[src/pkg/lpa_regs.svh]
// lpa_regs.svh: field positions, widths and cycle counts for the logic/product datapath
// assumes: included by bare name by the package and the datapath module
`ifndef LPA_REGS_SVH
`define LPA_REGS_SVH
`define LPA_SUM_W 32
`define LPA_WORD_W 16
`define LPA_AMODE_BIT 7
`define LPA_DMA_W 7
`define LPA_SAT_POS 32'h7fffffff
`define LPA_SAT_NEG 32'h80000000
`define LPA_PM_NONE 2'h0
`define LPA_PM_L1 2'h1
`define LPA_PM_L4 2'h2
`define LPA_PM_R6 2'h3
`define LPA_CYC_BASE 4'h1
`define LPA_CYC_SARAM_SHARED 4'h3
`define LPA_CYC_EXT_BASE 4'h2
`define LPA_CYC_EXT_CODE_EXTRA 4'h3
`endif

[src/pkg/lpa_pkg.sv]
// lpa_pkg: operation codes, memory kinds and the request/answer carriers
// assumes: lpa_regs.svh is on the include path
package lpa_pkg;
	`include "lpa_regs.svh"
	typedef enum logic [1:0] {
		LPA_OP_AND_WITH_BUFFER = 2'b00,
		LPA_OP_ADD_PRODUCT_TO_SUM_REGISTER = 2'b01,
		LPA_OP_APL = 2'b10,
		LPA_OP_NONE = 2'b11
	} lpa_op_t;
	typedef enum logic [1:0] {
		LPA_MEM_DUAL = 2'b00,
		LPA_MEM_SINGLE = 2'b01,
		LPA_MEM_SHARED = 2'b10,
		LPA_MEM_EXT = 2'b11
	} lpa_mem_t;
	// one operation request
	typedef struct packed {
		lpa_op_t op;
		logic [15:0] opcode;
		logic long_imm_given;
		logic [15:0] long_imm;
		logic [15:0] mem_word;
		lpa_mem_t operand_mem;
		logic code_external;
		logic [3:0] wait_d;
		logic [3:0] wait_p;
		logic [7:0] repeat_n;
	} lpa_req_t;
	// memory write-back of the and-into-memory path
	typedef struct packed {
		logic we;
		logic indirect;
		logic [6:0] offset;
		logic [15:0] data;
	} lpa_wb_t;
	typedef enum logic [1:0] {
		LPA_ST_IDLE = 2'b00,
		LPA_ST_BUSY = 2'b01
	} lpa_state_t;
endpackage

[src/rtl/lpa_datapath.sv]
// lpa_datapath: and-with-buffer, add-product and and-into-memory execution
// assumes: one request per start pulse, accepted only while idle; operands steady
// assumes: mem_word is the operand the caller has already read; the write-back
// pulse carries the address form so the caller's own address path does the store
// assumes: saturation_enable_in is held steady while an op is busy, since it is
// read only in the final cycle of add_product
//
// Operation
// - and_with_buffer ands main_sum_register with sum_buffer_register into the sum, pc+1, no flags.
// - and_with_buffer and add_product take 1 cycle (1+p external code), n or n+p repeated.
// - add_product shifts product_register by product_shift_mode, always sign extended, and adds.
// - add_product sets carry on carry out of the sum and clears it otherwise.
// - add_product honours saturation_enable and shift mode, ignores sign extension, sets carry and overflow.
// - the shifted-product accumulate path is used by add_product only; no other operation reads it.
// - and_into_memory ands the word with the long immediate, else the mask, writes it back, sum untouched.
// - and_into_memory sets test_control_flag on a zero result, clears it otherwise, touches nothing else.
// - and_into_memory is 1 word and pc+1 without immediate, 2 words and pc+2 with one.
// - opcode bit 7 selects direct 7-bit offset (0) or indirect through aux_pointer register (1).
// - single and_into_memory with mask takes 1, 3 shared single-access, 2+2d external operand.
// - repeated with mask takes n dual, 2n-2 single-access, 4n-2+2nd external operand.

// timing: a start taken at an idle edge loads the cycle count; busy then
// stands for exactly that many cycles, and the cycle after the last one
// shows done together with the new sum, flags, pc advance and write-back.
// the next start may come in the done cycle. register loads and starts
// that arrive while busy are dropped without notice, so a caller must
// watch busy rather than assume that its request was seen.
`timescale 1ns/10ps
`include "lpa_regs.svh"
module lpa_datapath
	import lpa_pkg::*;
#(
	parameter int SUM_W = `LPA_SUM_W
) (
	input wire logic clk_in,
	input wire logic rst_b_in,
	input wire logic start_in,
	input wire lpa_req_t req_in,
	input wire logic product_shift_mode_load_in,
	input wire logic [1:0] product_shift_mode_in,
	input wire logic saturation_enable_in,
	input wire logic sign_extension_mode_in,
	input wire logic [31:0] sum_buffer_load_in,
	input wire logic sum_buffer_we_in,
	input wire logic [31:0] product_load_in,
	input wire logic product_we_in,
	input wire logic [15:0] dynamic_bit_mask_in,
	input wire logic dynamic_bit_mask_we_in,
	input wire logic [31:0] sum_load_in,
	input wire logic sum_we_in,
	output logic busy_out,
	output logic done_out,
	output logic [31:0] main_sum_register_out,
	output logic [31:0] sum_buffer_register_out,
	output logic [31:0] product_register_out,
	output logic [15:0] dynamic_bit_mask_register_out,
	output logic [1:0] product_shift_mode_out,
	output logic carry_flag_out,
	output logic result_saturated_flag_out,
	output logic test_control_flag_out,
	output logic [1:0] pc_advance_out,
	output lpa_wb_t mem_wb_out
);
	// architectural registers
	logic [SUM_W-1:0] sum_reg;
	logic [SUM_W-1:0] sum_next;
	logic [SUM_W-1:0] buf_reg;
	logic [SUM_W-1:0] prod_reg;
	logic [15:0] mask_reg;
	logic [1:0] pm_reg;
	// status flags
	logic carry_reg;
	logic carry_next;
	logic ovf_reg;
	logic ovf_next;
	logic tc_reg;
	logic tc_next;
	// retire pulses
	logic [1:0] pc_adv_reg;
	logic [1:0] pc_adv_next;
	lpa_wb_t wb_reg;
	lpa_wb_t wb_next;
	// sequencer
	lpa_state_t state_reg;
	lpa_req_t hold_reg;
	logic [15:0] cnt_reg;
	logic busy_reg;
	logic done_reg;

	function automatic logic [32:0] shift_product(input logic [31:0] p, input logic [1:0] pm);
		logic [32:0] sx;
		sx = {p[31], p};
		unique case (pm)
			// product as it stands
			`LPA_PM_NONE: begin
				shift_product = sx;
			end
			// one left: fractional products keep their scale
			`LPA_PM_L1: begin
				shift_product = {sx[31:0], 1'b0};
			end
			// four left
			`LPA_PM_L4: begin
				shift_product = {sx[28:0], 4'h0};
			end
			// six right with sign fill, so long sums of products do not wrap
			`LPA_PM_R6: begin
				shift_product = {{6{sx[32]}}, sx[32:6]};
			end
		endcase
	endfunction

	// cycle count for one request; mask-operand table for and_into_memory
	// limitation: the long-immediate form reuses the mask table, so the fetch
	// of its second word is not charged here
	function automatic logic [15:0] op_cycles(input lpa_req_t r);
		logic [15:0] n, d, p, c, nd;
		n = (r.repeat_n == 8'h0) ? 16'h1 : {8'h0, r.repeat_n};
		d = {12'h0, r.wait_d};
		p = r.code_external ? {12'h0, r.wait_p} : 16'h0;
		nd = 16'(n * d);
		c = n;
		if (r.op == LPA_OP_APL) begin
			unique case (r.operand_mem)
				// dual-access operand: one cycle per pass
				LPA_MEM_DUAL: begin
					c = n;
				end
				LPA_MEM_SINGLE: begin
					c = (n == 16'h1) ? 16'(`LPA_CYC_BASE) : 16'((n << 1) - 16'h2);
				end
				// operand and code fight over one single-access block
				LPA_MEM_SHARED: begin
					c = (n == 16'h1) ? 16'(`LPA_CYC_SARAM_SHARED) : 16'((n << 1) + 16'h1);
				end
				LPA_MEM_EXT: begin
					if (n == 16'h1)
						c = 16'(16'(`LPA_CYC_EXT_BASE) + (d << 1));
					else
						c = 16'((n << 2) - 16'h2 + (nd << 1));
				end
			endcase
			// operand and code both outside: the bus turns round more often
			if (r.code_external && r.operand_mem == LPA_MEM_EXT)
				c = 16'(c + 16'(`LPA_CYC_EXT_CODE_EXTRA));
		end
		op_cycles = 16'(c + p);
	endfunction

	// accumulate path of add_product; no other op uses it
	// sign extension ignores sign_extension_mode_in on purpose
	wire [32:0] prod_shifted = shift_product(prod_reg, pm_reg);
	wire [32:0] acc_sum = {1'b0, sum_reg} + {1'b0, prod_shifted[31:0]};
	wire signed_ovf = (sum_reg[31] == prod_shifted[31]) && (acc_sum[31] != sum_reg[31]);
	wire [31:0] sat_value = sum_reg[31] ? `LPA_SAT_NEG : `LPA_SAT_POS;
	wire addr_indirect = hold_reg.opcode[`LPA_AMODE_BIT];
	wire [6:0] addr_offset = hold_reg.opcode[`LPA_DMA_W-1:0];
	wire [15:0] apl_operand = hold_reg.long_imm_given ? hold_reg.long_imm : mask_reg;
	wire [15:0] apl_result = hold_reg.mem_word & apl_operand;
	// handshake: a start is taken only while idle, one during busy is dropped
	wire last_cycle = (state_reg == LPA_ST_BUSY) && (cnt_reg <= 16'h1);
	wire accept = start_in && (state_reg == LPA_ST_IDLE);

	// result selection at the final cycle
	always_comb begin
		sum_next = sum_reg;
		carry_next = carry_reg;
		ovf_next = ovf_reg;
		tc_next = tc_reg;
		pc_adv_next = 2'h0;
		wb_next = '0;
		if (last_cycle) begin
			unique case (hold_reg.op)
				LPA_OP_AND_WITH_BUFFER: begin
					sum_next = sum_reg & buf_reg;
					pc_adv_next = 2'h1;
				end
				LPA_OP_ADD_PRODUCT_TO_SUM_REGISTER: begin
					carry_next = acc_sum[32];
					pc_adv_next = 2'h1;
					if (signed_ovf) begin
						ovf_next = 1'b1;
						sum_next = saturation_enable_in ? sat_value : acc_sum[31:0];
					end else begin
						sum_next = acc_sum[31:0];
					end
				end
				LPA_OP_APL: begin
					tc_next = (apl_result == 16'h0);
					pc_adv_next = hold_reg.long_imm_given ? 2'h2 : 2'h1;
					wb_next.we = 1'b1;
					wb_next.indirect = addr_indirect;
					wb_next.offset = addr_offset;
					wb_next.data = apl_result;
				end
				default: ;
			endcase
		end else if (sum_we_in && state_reg == LPA_ST_IDLE) begin
			// idle load of the sum; refused while busy
			sum_next = sum_load_in;
		end
	end

	// sequencing: count cycles then retire
	always_ff @(posedge clk_in or negedge rst_b_in) begin
		if (!rst_b_in) begin
			state_reg <= LPA_ST_IDLE;
			hold_reg <= '0;
			cnt_reg <= 16'h0;
			busy_reg <= 1'b0;
			done_reg <= 1'b0;
		end else begin
			done_reg <= last_cycle;
			if (accept) begin
				state_reg <= LPA_ST_BUSY;
				busy_reg <= 1'b1;
				hold_reg <= req_in;
				cnt_reg <= op_cycles(req_in);
			end else if (last_cycle) begin
				state_reg <= LPA_ST_IDLE;
				busy_reg <= 1'b0;
			end else if (state_reg == LPA_ST_BUSY) begin
				cnt_reg <= cnt_reg - 16'h1;
			end
		end
	end

	// operand registers; loads only while idle so an op sees stable operands
	always_ff @(posedge clk_in or negedge rst_b_in) begin
		if (!rst_b_in) begin
			buf_reg <= '0;
			prod_reg <= '0;
			mask_reg <= 16'h0;
			pm_reg <= 2'h0;
		end else if (state_reg == LPA_ST_IDLE) begin
			if (sum_buffer_we_in)
				buf_reg <= sum_buffer_load_in;
			if (product_we_in)
				prod_reg <= product_load_in;
			if (dynamic_bit_mask_we_in)
				mask_reg <= dynamic_bit_mask_in;
			if (product_shift_mode_load_in)
				pm_reg <= product_shift_mode_in;
		end
	end

	// main sum and status flags, moved only by a retiring op or an idle load
	always_ff @(posedge clk_in or negedge rst_b_in) begin
		if (!rst_b_in) begin
			sum_reg <= '0;
			carry_reg <= 1'b0;
			ovf_reg <= 1'b0;
			tc_reg <= 1'b0;
		end else begin
			sum_reg <= sum_next;
			carry_reg <= carry_next;
			ovf_reg <= ovf_next;
			tc_reg <= tc_next;
		end
	end

	// retire pulses: pc advance and write-back stand for the done cycle only
	always_ff @(posedge clk_in or negedge rst_b_in) begin
		if (!rst_b_in) begin
			pc_adv_reg <= 2'h0;
			wb_reg <= '0;
		end else begin
			pc_adv_reg <= pc_adv_next;
			wb_reg <= wb_next;
		end
	end

	// outputs straight from flops: handshake
	assign busy_out = busy_reg;
	assign done_out = done_reg;
	// architectural registers
	assign main_sum_register_out = sum_reg;
	assign sum_buffer_register_out = buf_reg;
	assign product_register_out = prod_reg;
	assign dynamic_bit_mask_register_out = mask_reg;
	assign product_shift_mode_out = pm_reg;
	// status flags
	assign carry_flag_out = carry_reg;
	assign result_saturated_flag_out = ovf_reg;
	assign test_control_flag_out = tc_reg;
	// retire pulses
	assign pc_advance_out = pc_adv_reg;
	assign mem_wb_out = wb_reg;
	wire unused_sxm = sign_extension_mode_in;
endmodule

[config.mk]
export PLATFORM = sky130hd
export DESIGN_NAME = lpa_datapath
export DESIGN_NICKNAME = d
export VERILOG_FILES = /design/src/pkg/lpa_pkg.sv /design/src/rtl/lpa_datapath.sv
export VERILOG_INCLUDE_DIRS = /design/src /design/src/pkg
export SDC_FILE = /design/constraint.sdc
export NUM_CORES = 1
export LEC_CHECK = 0
export BUFFER_PORTS_ARGS = -buffer_cell sky130_fd_sc_hd__buf_4
export CAP_MARGIN = 20
export CORE_MARGIN = 2
export CORE_UTILIZATION = 40
export DETAILED_ROUTE_END_ITERATION = 8
export PLACE_DENSITY = 0.69
export SLEW_MARGIN = 20
export SYNTH_ARGS = -nofsm -noshare
export SYNTH_HDL_FRONTEND = slang
export SYNTH_SLANG_ARGS = --single-unit
export TNS_END_PERCENT = 5
[constraint.sdc]
create_clock -name clk_in -period 4.95 [get_ports clk_in]
set_input_delay 0.99 -clock clk_in [delete_from_list [all_inputs] [get_ports clk_in]]
set_output_delay 0.99 -clock clk_in [all_outputs]
set_load 0.005 [all_outputs]
==> summary by stage <==
STA
The count of endpoints failing hold in the final timing report is 0. Static timing analysis puts the maximum clock frequency at 175 MHz. The final-report max-slew violation count came to 0.

The setup violation total in the final timing report is 11. The minimum period implied by the final worst setup slack is 5.73 ns. The worst relative slew slack is 44.1%. Hold is met by 0.469 ns. The worst setup slack after layout is -0.776 ns. The worst clock skew is 0.0170 ns. Setup repair after global routing could not meet its margin everywhere. For the pin with the worst max-slew slack, the measured transition is 0.839 ns.

The period utilization is 116%.

Synthesis
dfrtp_1 takes more of the synthesized area than any other cell. The sequential area share after synthesis is 36.0%. For this run, the leading register cell type out of synthesis is dfrtp_1.

Of all flip-flops after synthesis, the portion carrying an async set or reset was 100%. The count of distinct cell types in the synthesized netlist is 88. A synthesized cell averages 9.20 um2.

During synthesis, Yosys emitted a total of 0 warnings. The cell count after synthesis came out at 1551. The post-synthesis sequential element count is 205. The area share of the largest cell type after synthesis is 36.0%.

Counting flops with a built-in enable in the synthesized netlist gives 0. Yosys instantiated no cell more often than nand2_1. After synthesis, the cell types taking the most area are dfrtp_1 (36%), mux2_2 (7.7%), ha_1 (6.1%). When the netlist entered floorplanning its net count stood at 1830. The cell area after synthesis is 14300 um2. Ranked by instance count, the synthesized netlist is headed by nand2_1 (232), dfrtp_1 (205), a21oi_1 (129).

GRT
The via count of the first global-routing pass is 13300. The first global-routing pass estimated 74300 um of wire. The total overflow reported by the global router is 0.

The number of antenna violations at the first check in global routing is 0. Entering global routing, the biggest net connects 93 pins. The total global routing track utilization is 25.6%.

Clock network
The later-pin clock latency in the skew report is 0.55 ns. The longest clock path from root to sink contains 3 buffers. The number of hold buffers added after CTS was 0. Clock tree synthesis inserted a total of 25 buffers. CTS built an H-tree with a depth of 1. The clock-pin slew on the worst setup and hold paths is 0.06 ns. The tree built by TritonCTS fans out to 205 sinks.

Clock tree synthesis selected as its root buffer the cell clkbuf_16. The CTS tree is yes.

Setup path
The largest fanout on the critical path is 5. The nature of the critical path endpoint is a flip-flop. The class of the most critical setup path is input port to flip-flop.

The data arrival time of the critical path is 6.10 ns. The worst register-to-register path has a depth of 13. For the worst setup path, the data required time is 5.33 ns. The type of element launching the critical path is an input port.

Final layout
The total number of nets in the final design is 2239. The repair_antennas step left the layout with diodes totalling 0. Once layout is done, the placed cells without fillers occupy 19100 um2. The synthesis-to-finish area growth is 34.0%. The post-route netlist has 35.4% of its cells at a drive strength greater than 1. The register with the most flip-flops in the layout has 35 of them.

Power and ir drop
Of the total power, registers draw 29.0%. The power per standard cell area is 567 nW/um2. The cell internal power dissipation is 6390 uW. The combinational share of power is 53.0%. In this run switching power makes up 41.0% of total power. The peak supply drop is 0.367 mV. The switching power summed over all nets is 4440 uW. The analysis attributes to cell leakage a power of 0.00914 uW. The share of total power dissipated in the clock network is 18.0%.

Die
The number of placed I/O pins is 340. From left edge to right edge, the die measures 193 um. The initialized floorplan defines 69 standard-cell rows. The die covers 37200 um2. After floorplanning, the core was sized to cover 35300 um2. Once the floorplan was initialized, standard cells occupied 40.4% of the core. The vertical die dimension is 193 um.

Routing
Across all layers, the routed design uses 13600 vias. The final routed wire length divided by cell count is 19.9 um. The violation count after the first detailed-route iteration is 968. The total wire length is 48600 um. The detailed-routing iteration count for the pre-antenna-repair pass is 8. After detailed routing, the number of remaining DRC violations is 0. The count of nets left with antenna violations after detail routing is 0. After detailed routing, the number of vias per cell comes to 5.56.

Run
Max-cap violations in this run came to 0.

Min path
The cell depth of the worst min-delay path is 2. The worst min-delay path class is flip-flop to flip-flop.

Outcome
The checks that failed: setup timing. The flow ran to the end, but the final reports show violations.

Place
OpenSTA, run right after detailed placement, puts the worst setup slack at -1.48 ns. The total of buffers placed on input and output ports is 330. After legalization and detailed placement, the total HPWL measured 37000 um. The congestion estimate from routability-driven global placement came to 0.922.

After detailed placement, the total cell area comes to 18100 um2.
[cell type report]
class,instances,area [um2]
sequential,205,5130
clock inverter,12,181
fill,3175,16200
clock buffer,33,696
timing repair buffer,464,3490
inverter,52,198
tap,461,577
multi-input combinational,1212,8840
[power groups by stage]
stage               logic (uW)  clock network [uW]  registers, uW
floorplan                 3780                   0           2800
global placement          5520                   0           3130
detailed placement        5610                   0           3160
CTS                       5670                1980           3140
global route              6340                2050           3230
finish                    5740                1950           3140
[layout by cell type (no fill, tap or decap), types with 8 or more instances in the layout]
cell type / count
buf_4: 462
nand2_1: 230
dfrtp_1: 204
a21oi_1: 121
nor2_1: 111
mux2_2: 98
ha_1: 67
o21ai_0: 52
inv_1: 48
nand3_1: 47
and2_1: 40
xnor2_1: 39
a21o_1: 31
mux4_2: 27
clkbuf_16: 25
xor2_1: 23
and3_1: 21
a31oi_1: 18
nor2b_1: 16
nor3_1: 15
o31ai_1: 15
nand2b_1: 14
fa_1: 14
o21bai_1: 11
nand4_1: 11
o21a_1: 11
o21ai_1: 9
a21oi_2: 8
[kinds of logic after synthesis]
| logic type | count (synthesis) | synth area share [%] |
|---|---|---|
| compound gates | 363 | 16.6 |
| xor+xnor | 63 | 3.87 |
| fa+ha+maj | 85 | 8.24 |
| buf+inv | 134 | 3.67 |
| flops | 205 | 36.0 |
| mux | 132 | 12.5 |
| simple gates | 569 | 19.2 |
[layer usage]
layer	vias up	track usage [%]	share of wire, %
met3	80	4.16	7.3
met4	0	8.81	3.4
met5	-	0	0
met1	6588	34.1	42
met2	515	42.3	47
li1	6378	-	-
[worst max-delay path: stages]
cell and delay [ns]:
buf_4 0.12, nor4_4 0.28, a21o_1 0.21, nand2_2 0.07, fa_1 0.46, fa_1 0.51, inv_2 0.05, ha_1 0.28
a21o_1 0.16, a21oi_2 0.16, o21bai_1 0.11, a21oi_2 0.16, o21bai_1 0.11, a21oi_2 0.17, xnor2_1 0.08, ha_1 0.35
buf_4 0.15, a21o_1 0.14, a21oi_1 0.14, o21ai_1 0.11, xor2_1 0.16, a21o_1 0.25, xor2_1 0.22, or4_1 0.47
nand2_1 0.08, a31oi_1 0.08
[worst paths after layout]
| check | from | endpoint | slack (ns) |
|---|---|---|---|
| worst min register to register | addr_offset[3]$_DFFE_PN0P_ | addr_offset[3]$_DFFE_PN0P_ | 0.47 |
| worst min-delay path | addr_offset[3]$_DFFE_PN0P_ | addr_offset[3]$_DFFE_PN0P_ | 0.47 |
| worst max register to register | product_shift_mode_out[0]$_DFFE_PN0P_ | main_sum_register_out[26]$_DFFE_PN0P_ | 0.35 |
| worst max-delay path | req_in[7] | cnt_reg[15]$_DFFE_PN0P_ | -0.78 |
| max in group asynchronous | rst_b_in | hold_reg[45]$_DFFE_PN0P_ | 3.39 |
| min in group asynchronous | rst_b_in | sum_buffer_register_out[7]$_DFFE_PN0P_ | 0.49 |
[stage by stage]
stage,utilization [%],std cells,power [uW],TNS [ns]
5_1_grt,54.1,2439,11600,-9.43
3_3_place_gp,51.1,2389,8650,-12.79
3_5_place_dp,51.1,2389,8770,-14.15
2_1_floorplan,-,1551,6570,-10.85
6_report,54.1,2439,10800,-5.72
4_1_cts,53.8,2435,10800,-6.41
[repair_timing]
item,in CTS,in global routing
gates resized for setup,17,22
endpoints found under the setup margin,12,12
pin swaps,13,25
buffers inserted,1,4
Note: power is estimated with default switching activity, not from simulation.
